==> src/core/panel_pkg.sv <==
// Constants shared by the operator front-panel console
package panel_pkg;
  localparam int DATA_W = 8;
  localparam int ADDR_W = 14;
  localparam int DISP_W = 16;
  localparam int MEMHI_W = 6;
  localparam int PORT_W = 5;
  localparam int PORT_LSB = 9;
  localparam int FLAG_W = 4;
  localparam int CTRL_N = 9;
  // Control switch positions in the edge detector vector
  localparam int C_PASS = 0;
  localparam int C_DOWN = 1;
  localparam int C_UP = 2;
  localparam int C_LOAD = 3;
  localparam int C_STEP = 4;
  localparam int C_STORE = 5;
  localparam int C_IRQ = 6;
  localparam int C_RESET = 7;
  localparam int C_HALT = 8;
  localparam logic [DATA_W-1:0] PASS_RST = 8'h00;
  localparam logic [DATA_W-1:0] PASS_ONE = 8'h01;
  localparam logic [ADDR_W-1:0] ADDR_RST = 14'h0000;
  localparam logic [ADDR_W-1:0] ADDR_ONE = 14'h0001;
  localparam logic [DATA_W-1:0] DATA_RST = 8'h00;
  localparam logic [DISP_W-1:0] DISP_RST = 16'h0000;
  typedef enum logic [1:0] {ACC_IDLE, ACC_WAIT, ACC_XFER} acc_state_t;
endpackage

==> src/core/switch_edge.sv <==
// Rising-edge pulse generator for a bank of panel switches
`timescale 1ns/100ps
module switch_edge #(
  parameter int N = 1
) (
  // Clock and reset
  input wire logic sys_clk,
  input wire logic resetn,
  // Switch levels and pulses
  input wire logic [N-1:0] level,
  output logic [N-1:0] pulse
);
  logic [N-1:0] prev_r;

  genvar i;
  generate
    for (i = 0; i < N; i++) begin : g_bit
      always_ff @(posedge sys_clk or negedge resetn) begin
        if (!resetn) begin
          prev_r[i] <= 1'b0;
        end else begin
          prev_r[i] <= level[i];
        end
      end
      assign pulse[i] = level[i] & ~prev_r[i];
    end
  endgenerate
endmodule

==> src/core/front_panel_debug_console.sv <==
// Operator front-panel console: lamps, manual access, stepping, search
//
// Functional notes
// RULE1: CPU runs interrupt opcode from console switches
// RULE2: Interrupt switch requests cycle using low switches
// RULE3: Lamps show run, wait and halt
// RULE4: Bus-owned lamp during console access, wait/halt only
// RULE5: Lamps for pending access and interrupt
// RULE6: Cycle lamps decode fetch, memory, port cycles
// RULE7: Lamps for direct access, read, write, interrupt
// RULE8: Memory address on display bits 0-13
// RULE9: Port address on display bits 9-13
// RULE10: Register display shows data; flags on input
// RULE11: Memory address from high six, low eight
// RULE12: Port address from five high-bank bits
// RULE13: Switch-input mode feeds sense switches to inputs
// RULE14: Pass-count control loads low switches
// RULE15: Address load, step down, step up
// RULE16: Manual access only while processor waits; code also allows it while halted
// RULE17: Search stop forces wait, lights lamp
// RULE18: Manual wait switch holds processor waiting
// RULE19: Step releases one instruction or resumes
// RULE20: Store switch writes low switches to target
// RULE21: Halt auto-store writes low switches on halt
// RULE22: Reset switch zeroes program counter only
// RULE23: Pass counter counts matching fetches to zero
`timescale 1ns/100ps
module front_panel_debug_console (
  // Clock and reset
  input wire logic sys_clk,
  input wire logic resetn,
  // Switch banks
  input wire logic [7:0] addrHighSw,
  input wire logic [7:0] addrLowSw,
  // Mode switches
  input wire logic senseMode,
  input wire logic portAccessMode,
  input wire logic memAccessMode,
  input wire logic searchWaitMode,
  input wire logic waitMode,
  // Control switches
  input wire logic loadPassSw,
  input wire logic address_step_down,
  input wire logic address_step_up,
  input wire logic addrLoadSw,
  input wire logic single_step_resume,
  input wire logic store_word_switch,
  input wire logic halt_auto_store,
  input wire logic irqSw,
  input wire logic resetSw,
  // Processor state and cycle type
  input wire logic cpuWaiting,
  input wire logic cpuHalted,
  input wire logic cpuFetch,
  input wire logic memory_read_cycle,
  input wire logic memory_write_cycle,
  input wire logic port_transfer_cycle,
  input wire logic cpuPortOut,
  input wire logic cpuIntCycle,
  input wire logic [13:0] cpuAddr,
  input wire logic [7:0] cpuData,
  input wire logic [3:0] cpuFlags,
  // Processor controls
  output logic cpuWaitReq,
  output logic cpuIntReq,
  output logic [7:0] irq_opcode_switches,
  output logic pcClear,
  // Data presented to input instructions
  input wire logic [7:0] portInData,
  output logic [7:0] cpuInData,
  // Console bus access
  output logic [13:0] dmaAddr,
  output logic [7:0] dmaWrData,
  output logic dmaMemRead,
  output logic dmaMemWrite,
  output logic dmaPortRead,
  output logic dmaPortWrite,
  input wire logic [7:0] dmaRdData,
  // Status lamps
  output logic runLamp,
  output logic waitLamp,
  output logic haltLamp,
  output logic busOwnLamp,
  output logic breakpoint_reached_lamp,
  output logic accessReqLamp,
  output logic intReqLamp,
  // Cycle lamps
  output logic fetchLamp,
  output logic memLamp,
  output logic portLamp,
  output logic direct_access_lamp,
  output logic readLamp,
  output logic writeLamp,
  output logic intLamp,
  // Displays
  output logic [15:0] addrDisp,
  output logic [7:0] dataDisp,
  output logic [7:0] regDisp
);
  localparam int DW = panel_pkg::DATA_W;
  localparam int AW = panel_pkg::ADDR_W;

  ////////////////////////////////////////////////////////////////////////
  // Switch edges

  logic [panel_pkg::CTRL_N-1:0] ctrlLevel;
  logic [panel_pkg::CTRL_N-1:0] ctrlPulse;
  logic fetchPrev_r;
  logic fetchStart;

  assign ctrlLevel = {cpuHalted & halt_auto_store, resetSw, irqSw,
                      store_word_switch, single_step_resume, addrLoadSw,
                      address_step_up, address_step_down, loadPassSw};

  switch_edge #(
    .N(panel_pkg::CTRL_N)
  ) u_edges (
    .sys_clk(sys_clk),
    .resetn(resetn),
    .level(ctrlLevel),
    .pulse(ctrlPulse)
  );

  always_ff @(posedge sys_clk or negedge resetn) begin
    if (!resetn) begin
      fetchPrev_r <= 1'b0;
    end else begin
      fetchPrev_r <= cpuFetch;
    end
  end
  assign fetchStart = cpuFetch & ~fetchPrev_r;

  function automatic logic [AW-1:0] memAddrOf(input logic [7:0] hi,
                                              input logic [7:0] lo);
    memAddrOf = {hi[panel_pkg::MEMHI_W-1:0], lo};
  endfunction

  ////////////////////////////////////////////////////////////////////////
  // Memory access register

  logic [AW-1:0] accAddr_r;

  always_ff @(posedge sys_clk or negedge resetn) begin
    if (!resetn) begin
      accAddr_r <= panel_pkg::ADDR_RST;
    end else if (ctrlPulse[panel_pkg::C_LOAD]) begin
      accAddr_r <= memAddrOf(addrHighSw, addrLowSw); // [RULE15] [RULE11]
    end else if (ctrlPulse[panel_pkg::C_DOWN]) begin
      accAddr_r <= accAddr_r - panel_pkg::ADDR_ONE; // [RULE15]
    end else if (ctrlPulse[panel_pkg::C_UP]) begin
      accAddr_r <= accAddr_r + panel_pkg::ADDR_ONE; // [RULE15]
    end
  end

  ////////////////////////////////////////////////////////////////////////
  // Search with pass counter

  logic [DW-1:0] passCnt_r;
  logic bpReached_r;
  logic searchHit;

  assign searchHit = searchWaitMode & fetchStart & ~bpReached_r &
                     (cpuAddr == accAddr_r);

  always_ff @(posedge sys_clk or negedge resetn) begin
    if (!resetn) begin
      passCnt_r <= panel_pkg::PASS_RST;
    end else if (ctrlPulse[panel_pkg::C_PASS]) begin
      passCnt_r <= addrLowSw; // [RULE14]
    end else if (searchHit && passCnt_r != panel_pkg::PASS_RST) begin
      passCnt_r <= passCnt_r - panel_pkg::PASS_ONE; // [RULE23]
    end
  end

  always_ff @(posedge sys_clk or negedge resetn) begin
    if (!resetn) begin
      bpReached_r <= 1'b0;
    end else if (searchHit && passCnt_r <= panel_pkg::PASS_ONE) begin
      bpReached_r <= 1'b1; // [RULE23] [RULE17]
    end else if (ctrlPulse[panel_pkg::C_STEP] || !searchWaitMode) begin
      bpReached_r <= 1'b0; // [RULE19]
    end
  end

  ////////////////////////////////////////////////////////////////////////
  // Wait hold and single step

  logic holdWait;
  logic stepping_r;
  logic accBusy;

  assign holdWait = waitMode | bpReached_r; // [RULE18] [RULE17]

  always_ff @(posedge sys_clk or negedge resetn) begin
    if (!resetn) begin
      stepping_r <= 1'b0;
    end else if (ctrlPulse[panel_pkg::C_STEP] && waitMode &&
                 cpuWaiting) begin
      stepping_r <= 1'b1; // [RULE19]
    end else if (fetchStart) begin
      stepping_r <= 1'b0; // [RULE19]
    end
  end

  assign cpuWaitReq = (holdWait & ~stepping_r) | accBusy;

  ////////////////////////////////////////////////////////////////////////
  // Manual access engine

  panel_pkg::acc_state_t accState_r;
  logic accPend_r;
  logic accWrite_r;
  logic accPort_r;
  logic accMode;
  logic accKick;
  logic accXfer;

  assign accMode = memAccessMode | portAccessMode;
  assign accKick = accMode & (ctrlPulse[panel_pkg::C_STORE] |
                   ctrlPulse[panel_pkg::C_HALT] |
                   ctrlPulse[panel_pkg::C_LOAD] |
                   ctrlPulse[panel_pkg::C_UP] |
                   ctrlPulse[panel_pkg::C_DOWN]);
  assign accXfer = (accState_r == panel_pkg::ACC_XFER);
  assign accBusy = accXfer;

  always_ff @(posedge sys_clk or negedge resetn) begin
    if (!resetn) begin
      accState_r <= panel_pkg::ACC_IDLE;
    end else begin
      case (accState_r)
        panel_pkg::ACC_IDLE: begin
          if (accKick) begin
            accState_r <= panel_pkg::ACC_WAIT;
          end
        end
        panel_pkg::ACC_WAIT: begin
          if (cpuWaiting || cpuHalted) begin
            accState_r <= panel_pkg::ACC_XFER; // [RULE16] [RULE4]
          end else if (!accMode) begin
            accState_r <= panel_pkg::ACC_IDLE;
          end
        end
        panel_pkg::ACC_XFER: begin
          accState_r <= panel_pkg::ACC_IDLE;
        end
        default: begin
          accState_r <= panel_pkg::ACC_IDLE;
        end
      endcase
    end
  end

  always_ff @(posedge sys_clk or negedge resetn) begin
    if (!resetn) begin
      accWrite_r <= 1'b0;
      accPort_r <= 1'b0;
    end else if (accKick && accState_r == panel_pkg::ACC_IDLE) begin
      accWrite_r <= ctrlPulse[panel_pkg::C_STORE] |
                    ctrlPulse[panel_pkg::C_HALT]; // [RULE20] [RULE21]
      accPort_r <= portAccessMode & ~memAccessMode;
    end
  end

  always_ff @(posedge sys_clk or negedge resetn) begin
    if (!resetn) begin
      accPend_r <= 1'b0;
    end else begin
      accPend_r <= (accState_r == panel_pkg::ACC_WAIT) |
                   (accKick & (accState_r == panel_pkg::ACC_IDLE));
    end
  end

  always_ff @(posedge sys_clk or negedge resetn) begin
    if (!resetn) begin
      dmaAddr <= panel_pkg::ADDR_RST;
      dmaWrData <= panel_pkg::DATA_RST;
    end else if (accState_r == panel_pkg::ACC_WAIT) begin
      if (accPort_r) begin
        dmaAddr <= panel_pkg::ADDR_RST;
        dmaAddr[panel_pkg::PORT_LSB +: panel_pkg::PORT_W] <=
          addrHighSw[panel_pkg::PORT_W-1:0]; // [RULE12]
      end else begin
        dmaAddr <= accAddr_r; // [RULE11]
      end
      dmaWrData <= addrLowSw; // [RULE20] [RULE21]
    end
  end

  assign dmaMemRead = accXfer & ~accPort_r & ~accWrite_r;
  assign dmaMemWrite = accXfer & ~accPort_r & accWrite_r; // [RULE20]
  assign dmaPortRead = accXfer & accPort_r & ~accWrite_r;
  assign dmaPortWrite = accXfer & accPort_r & accWrite_r; // [RULE20]

  ////////////////////////////////////////////////////////////////////////
  // Interrupt, reset and input data

  logic intPend_r;

  always_ff @(posedge sys_clk or negedge resetn) begin
    if (!resetn) begin
      intPend_r <= 1'b0;
    end else if (ctrlPulse[panel_pkg::C_IRQ]) begin
      intPend_r <= 1'b1; // [RULE2]
    end else if (cpuIntCycle) begin
      intPend_r <= 1'b0;
    end
  end
  assign cpuIntReq = intPend_r; // [RULE2]

  always_ff @(posedge sys_clk or negedge resetn) begin
    if (!resetn) begin
      irq_opcode_switches <= panel_pkg::DATA_RST;
      pcClear <= 1'b0;
      cpuInData <= panel_pkg::DATA_RST;
    end else begin
      irq_opcode_switches <= addrLowSw; // [RULE1]
      pcClear <= ctrlPulse[panel_pkg::C_RESET]; // [RULE22]
      cpuInData <= senseMode ? addrHighSw : portInData; // [RULE13]
    end
  end

  ////////////////////////////////////////////////////////////////////////
  // Lamps and displays

  logic memCyc;

  assign memCyc = cpuFetch | memory_read_cycle | memory_write_cycle;

  always_ff @(posedge sys_clk or negedge resetn) begin
    if (!resetn) begin
      runLamp <= 1'b0;
      waitLamp <= 1'b0;
      haltLamp <= 1'b0;
      busOwnLamp <= 1'b0;
      breakpoint_reached_lamp <= 1'b0;
      accessReqLamp <= 1'b0;
      intReqLamp <= 1'b0;
    end else begin
      runLamp <= ~cpuWaiting & ~cpuHalted; // [RULE3]
      waitLamp <= cpuWaiting; // [RULE3]
      haltLamp <= cpuHalted; // [RULE3]
      busOwnLamp <= accXfer; // [RULE4]
      breakpoint_reached_lamp <= bpReached_r; // [RULE17]
      accessReqLamp <= accPend_r; // [RULE5]
      intReqLamp <= intPend_r; // [RULE5]
    end
  end

  always_ff @(posedge sys_clk or negedge resetn) begin
    if (!resetn) begin
      fetchLamp <= 1'b0;
      memLamp <= 1'b0;
      portLamp <= 1'b0;
      direct_access_lamp <= 1'b0;
      readLamp <= 1'b0;
      writeLamp <= 1'b0;
      intLamp <= 1'b0;
    end else begin
      fetchLamp <= cpuFetch; // [RULE6]
      memLamp <= memory_read_cycle | memory_write_cycle |
                 (accXfer & ~accPort_r); // [RULE6]
      portLamp <= port_transfer_cycle | (accXfer & accPort_r); // [RULE6]
      direct_access_lamp <= accXfer; // [RULE7]
      readLamp <= memory_read_cycle | cpuFetch |
                  (port_transfer_cycle & ~cpuPortOut) |
                  (accXfer & ~accWrite_r); // [RULE7]
      writeLamp <= memory_write_cycle |
                   (port_transfer_cycle & cpuPortOut) |
                   (accXfer & accWrite_r); // [RULE7]
      intLamp <= cpuIntCycle; // [RULE7]
    end
  end

  always_ff @(posedge sys_clk or negedge resetn) begin
    if (!resetn) begin
      addrDisp <= panel_pkg::DISP_RST;
    end else if (accXfer) begin
      addrDisp <= {2'b00, dmaAddr}; // [RULE8] [RULE9]
    end else if (port_transfer_cycle) begin
      addrDisp <= panel_pkg::DISP_RST;
      addrDisp[panel_pkg::PORT_LSB +: panel_pkg::PORT_W] <=
        cpuAddr[panel_pkg::PORT_LSB +: panel_pkg::PORT_W]; // [RULE9]
    end else if (memCyc) begin
      addrDisp <= {2'b00, cpuAddr}; // [RULE8]
    end
  end

  always_ff @(posedge sys_clk or negedge resetn) begin
    if (!resetn) begin
      dataDisp <= panel_pkg::DATA_RST;
    end else if (accXfer) begin
      dataDisp <= accWrite_r ? dmaWrData : dmaRdData;
    end else if (memCyc || port_transfer_cycle) begin
      dataDisp <= cpuData;
    end
  end

  always_ff @(posedge sys_clk or negedge resetn) begin
    if (!resetn) begin
      regDisp <= panel_pkg::DATA_RST;
    end else if (port_transfer_cycle && !cpuPortOut) begin
      regDisp <= {4'h0, cpuFlags}; // [RULE10]
    end else if (!accXfer) begin
      regDisp <= cpuData; // [RULE10]
    end
  end
endmodule

==> config.mk <==
export PLATFORM = sky130hd
export DESIGN_NAME = front_panel_debug_console
export DESIGN_NICKNAME = d
export VERILOG_FILES = /design/src/core/panel_pkg.sv /design/src/core/switch_edge.sv /design/src/core/front_panel_debug_console.sv
export SDC_FILE = /design/constraint.sdc
export NUM_CORES = 1
export LEC_CHECK = 0
export BUFFER_PORTS_ARGS = -buffer_cell sky130_fd_sc_hd__buf_2
export CELL_PAD_IN_SITES_DETAIL_PLACEMENT = 1
export CELL_PAD_IN_SITES_GLOBAL_PLACEMENT = 1
export CORE_UTILIZATION = 40
export CTS_BUF_LIST = sky130_fd_sc_hd__clkbuf_4
export CTS_CLUSTER_DIAMETER = 100
export DETAILED_ROUTE_END_ITERATION = 8
export GPL_TIMING_DRIVEN = 0
export PLACE_DENSITY_LB_ADDON = 0.2
export SYNTH_ARGS = -nofsm -noshare
export SYNTH_HDL_FRONTEND = slang
export SYNTH_SLANG_ARGS = --single-unit
==> constraint.sdc <==
create_clock -name sys_clk -period 2.2 [get_ports sys_clk]
set_input_delay 0.22 -clock sys_clk [delete_from_list [all_inputs] [get_ports sys_clk]]
set_output_delay 0.22 -clock sys_clk [all_outputs]
set_load 0.02 [all_outputs]
==> PnR_summary.wiki <==
{| class="wikitable"
! Metric !! Value
|-
| Run status || finished, final reports clean
|-
| Setup repair after global routing missed its margin || yes
|-
| Number of cells traversed by the worst register-to-register path || 6
|-
| Cells taking the most area after synthesis || dfrtp_1 (54%), o21ai_0 (4.8%), nand2_1 (4.7%)
|-
| Sum of net half-perimeters after detailed placement || 13100 um
|-
| Net count, final || 896
|-
| Synth async-reset ratio || 100%
|-
| Kind of end point of the critical path || flop
|-
| Area after DPL || 0.00673 sq mm
|-
| I/O pin count || 173
|-
| H-tree levels || 4
|-
| Layout Cell Area excl Fill || 0.00785 sq mm
|-
| CP startpoint kind || flop
|-
| Vias after detailed routing || 5297
|-
| Initial antenna violation count || 1
|-
| Area of the die || 0.0146 sq mm
|-
| Largest area contributor in the synthesized netlist || dfrtp_1
|-
| Largest net degree at the start of global routing || 66
|-
| Total routing usage reported by global routing || 27.2%
|-
| Placement Rows || 42
|-
| Normalized max-slew margin || 57.2%
|-
| Syn Area/Cell || 10.2 sq um
|-
| Detailed-route wire length per cell || 19.2 um
|-
| EDFF count, synth || 0
|-
| Critical path fanouts, max || 7
|-
| Ys Warns || 0
|-
| Post-synth top area share || 53.8%
|-
| Layout cell share with drive strength beyond 1 || 32.2%
|-
| Worst EP arrival || 2630 ps
|-
| Number of maximum-capacitance violations || 0
|-
| HP Class || in2reg
|-
| Utilization of the core after routing || 58.1%
|-
| Area growth from synthesis to final layout || 39.4%
|-
| Remaining DRCs || 0
|-
| Final Wtd Congestion || 0.849
|-
| Latest clock arrival within the worst-skew pair || 550 ps
|-
| Total number of clock tree sinks || 121
|-
| Vert. Die Dim || 121 um
|-
| Wire length of the first global-routing pass || 29800 um
|-
| Required arrival time at the worst endpoint || 2660 ps
|-
| Highest-count cells in the layout ignoring fill and taps || buf_2 (172), dfrtp_1 (117), nand2_1 (70), dlygate4sd3_1 (63), o21ai_0 (53)
|-
| Netlist area before placement || 0.00563 sq mm
|-
| Highest Clock Rate || 462 MHz
|-
| Hold Path Stages || 3
|-
| Clock buffer count from CTS || 17
|-
| Core ar. || 0.0135 sq mm
|-
| Fin. Hold Viols || 0
|-
| Cell at the root of the clock tree || clkbuf_4
|-
| Count of distinct cell types in the synthesized netlist || 49
|-
| Switching Power || 3090 uW
|-
| Clock share of power || 19.8%
|-
| Clock Skew || 17.3 ps
|-
| Power density over the cells || 979 mW/mm^2
|-
| Internal power consumption || 4580 uW
|-
| Final-layout worst hold slack || 45.6 ps
|-
| Part of the cycle the worst path needs || 98.5%
|-
| Most common library cell in the layout ignoring fill and taps || buf_2
|-
| Post-route setup slack || 33.4 ps
|-
| Total congestion overflow || 0
|-
| Switching part of the total power || 40.3%
|-
| Sequential share of the synthesized area || 53.8%
|-
| Avg Vias per Cell || 5.30
|-
| TritonCTS clock tree || built
|-
| Number of routed nets with antenna violations || 0
|-
| Leakage power of the design || 0.00356 uW
|-
| Via count of the first global-routing pass || 5701
|-
| Minimum clock period || 2170 ps
|-
| Worst setup slack after placement || -150 ps
|-
| Count of port buffers added during placement || 169
|-
| Initial core utilization || 41.7%
|-
| Worst vdd ir || 0.415 mV
|-
| Total wire length after detailed routing || 19200 um
|-
| Number of flip-flops and latches in the synthesized netlist || 121
|-
| Total setup violations reported at the end of the flow || 0
|-
| Initial DRC count || 345
|-
| Dominant register cell in the synthesized netlist || dfrtp_1
|-
| CP Class || reg2reg
|-
| Horizontal extent of the die || 121 um
|-
| DRT Pass-1 Iters || 4
|-
| Register share of total power || 41.2%
|-
| Power share of the combinational group || 39.0%
|-
| Worst Tran Pin Value || 641 ps
|-
| Gate count of the mapped netlist || 552
|-
| Final Max Slew Viols || 0
|-
| Clock tree buffer depth || 2
|-
| Clock slew seen by the registers of the worst setup and hold paths || 110 ps
|}
cell type report:
cell class                 count  area [sq um]
fill                        1565          5660
sequential                   121          3030
multi-input combinational    382          2510
timing repair buffer         243          1580
tap                          176           220
buffer                        35           195
clock buffer                  20           150
clock inverter                10           105
inverter                      11          43.8
antenna                        1          2.50
repair_timing:
item,CTS,global route
resized for setup,4,40
pin swaps,0,13
hold endpoints to repair,140,0
setup endpoints to repair,7,15
hold buffers,63,0
gates cloned,0,1
setup buffers,0,9
per-stage QoR:
| stage | instances | TNS [ps] | total power, uW |
|---|---|---|---|
| 3_3_place_gp | 898 | -77520 | 5780 |
| 2_1_floorplan | 553 | 0 | 4820 |
| 6_report | 999 | 0 | 7680 |
| 4_1_cts | 990 | 0 | 7510 |
| 5_1_grt | 999 | -88.3 | 8080 |
| 3_5_place_dp | 899 | -366 | 5900 |
path summary, 6_finish.rpt:
check,start,slack [ps],end
worst max-delay path,accAddr_r[2]$_DFFE_PN0P_,30,passCnt_r[3]$_DFFE_PN0P_
worst min-delay path,cpuAddr[10],50,addrDisp[10]$_DFFE_PN0P_
worst max register to register,accAddr_r[2]$_DFFE_PN0P_,30,passCnt_r[3]$_DFFE_PN0P_
worst min register to register,accPend_r$_DFF_PN0_,360,accessReqLamp$_DFF_PN0_
max in group asynchronous,resetn,1250,accAddr_r[8]$_DFFE_PN0P_
min in group asynchronous,resetn,200,regDisp[4]$_DFFE_PN0P_
cells in the mapped netlist (all sizes together), types with 2 or more instances:
cell type and count:
o21ai 54, clkbuf 24, and3 5, and4 3, a21oi 26, nor2b 6, o41ai 3, o22ai 2
nand2 70, buf 15, a41oi 3, dfrtp 121, nor3 12, ha 3, nor2 32, or4 9
nor3b 12, nand4 2, or3 6, nand3 5, inv 11, o21a 5, mux2i 22, a32oi 4
xor2 20, nor4 12, a31oi 9, xnor2 4, nand2b 14, mux2 18, o31ai 7, nor4b 2
o211ai 2, or4b 2
cell families after synthesis:
group,Yosys count,share of synthesized area [%]
and+or+nand+nor,196,18.2
muxes,40,7.51
AOI/OAI and AO/OA,117,12.1
other,1,0.0666
buffers and inverters,50,3.98
xor gates and xnor gates,24,3.73
adders and majority gates,3,0.667
DFF,121,53.8
power groups by stage:
stage	Sequential (uW)	Combinational, uW	Clock, uW
final	3160	3000	1520
after global routing	3230	3230	1630
after CTS	3120	2840	1550
after detailed placement	3170	2740	0
after global placement	3130	2650	0
after floorplan	3530	1300	0
per-layer routing:
layer,vias to the layer above,GRT usage (%),wire (um)
met3,30,5.09,808
li1,2466,-,-
met2,165,47.5,9940
met4,0,10.7,395
met1,2636,33.0,8030
met5,-,0,0
registers in the layout, indices dropped and copies added (netlist names), 2 cells and up:
name and flops:
dmaAddr 14, irq_opcode_switches 8, passCnt_r 8, cpuInData 8, u_edges.prev_r 9, accState_r 2
addrDisp 14, dmaWrData 8, regDisp 8, accAddr_r 14, dataDisp 8
critical path: stages (launching register included):
cell	delay [ps]
dfrtp_1	410
buf_6	150
xor2_4	160
nor4_2	270
nand4_1	310
or4b_4	610
a31oi_4	170
Power figures use the tool's default switching activity.
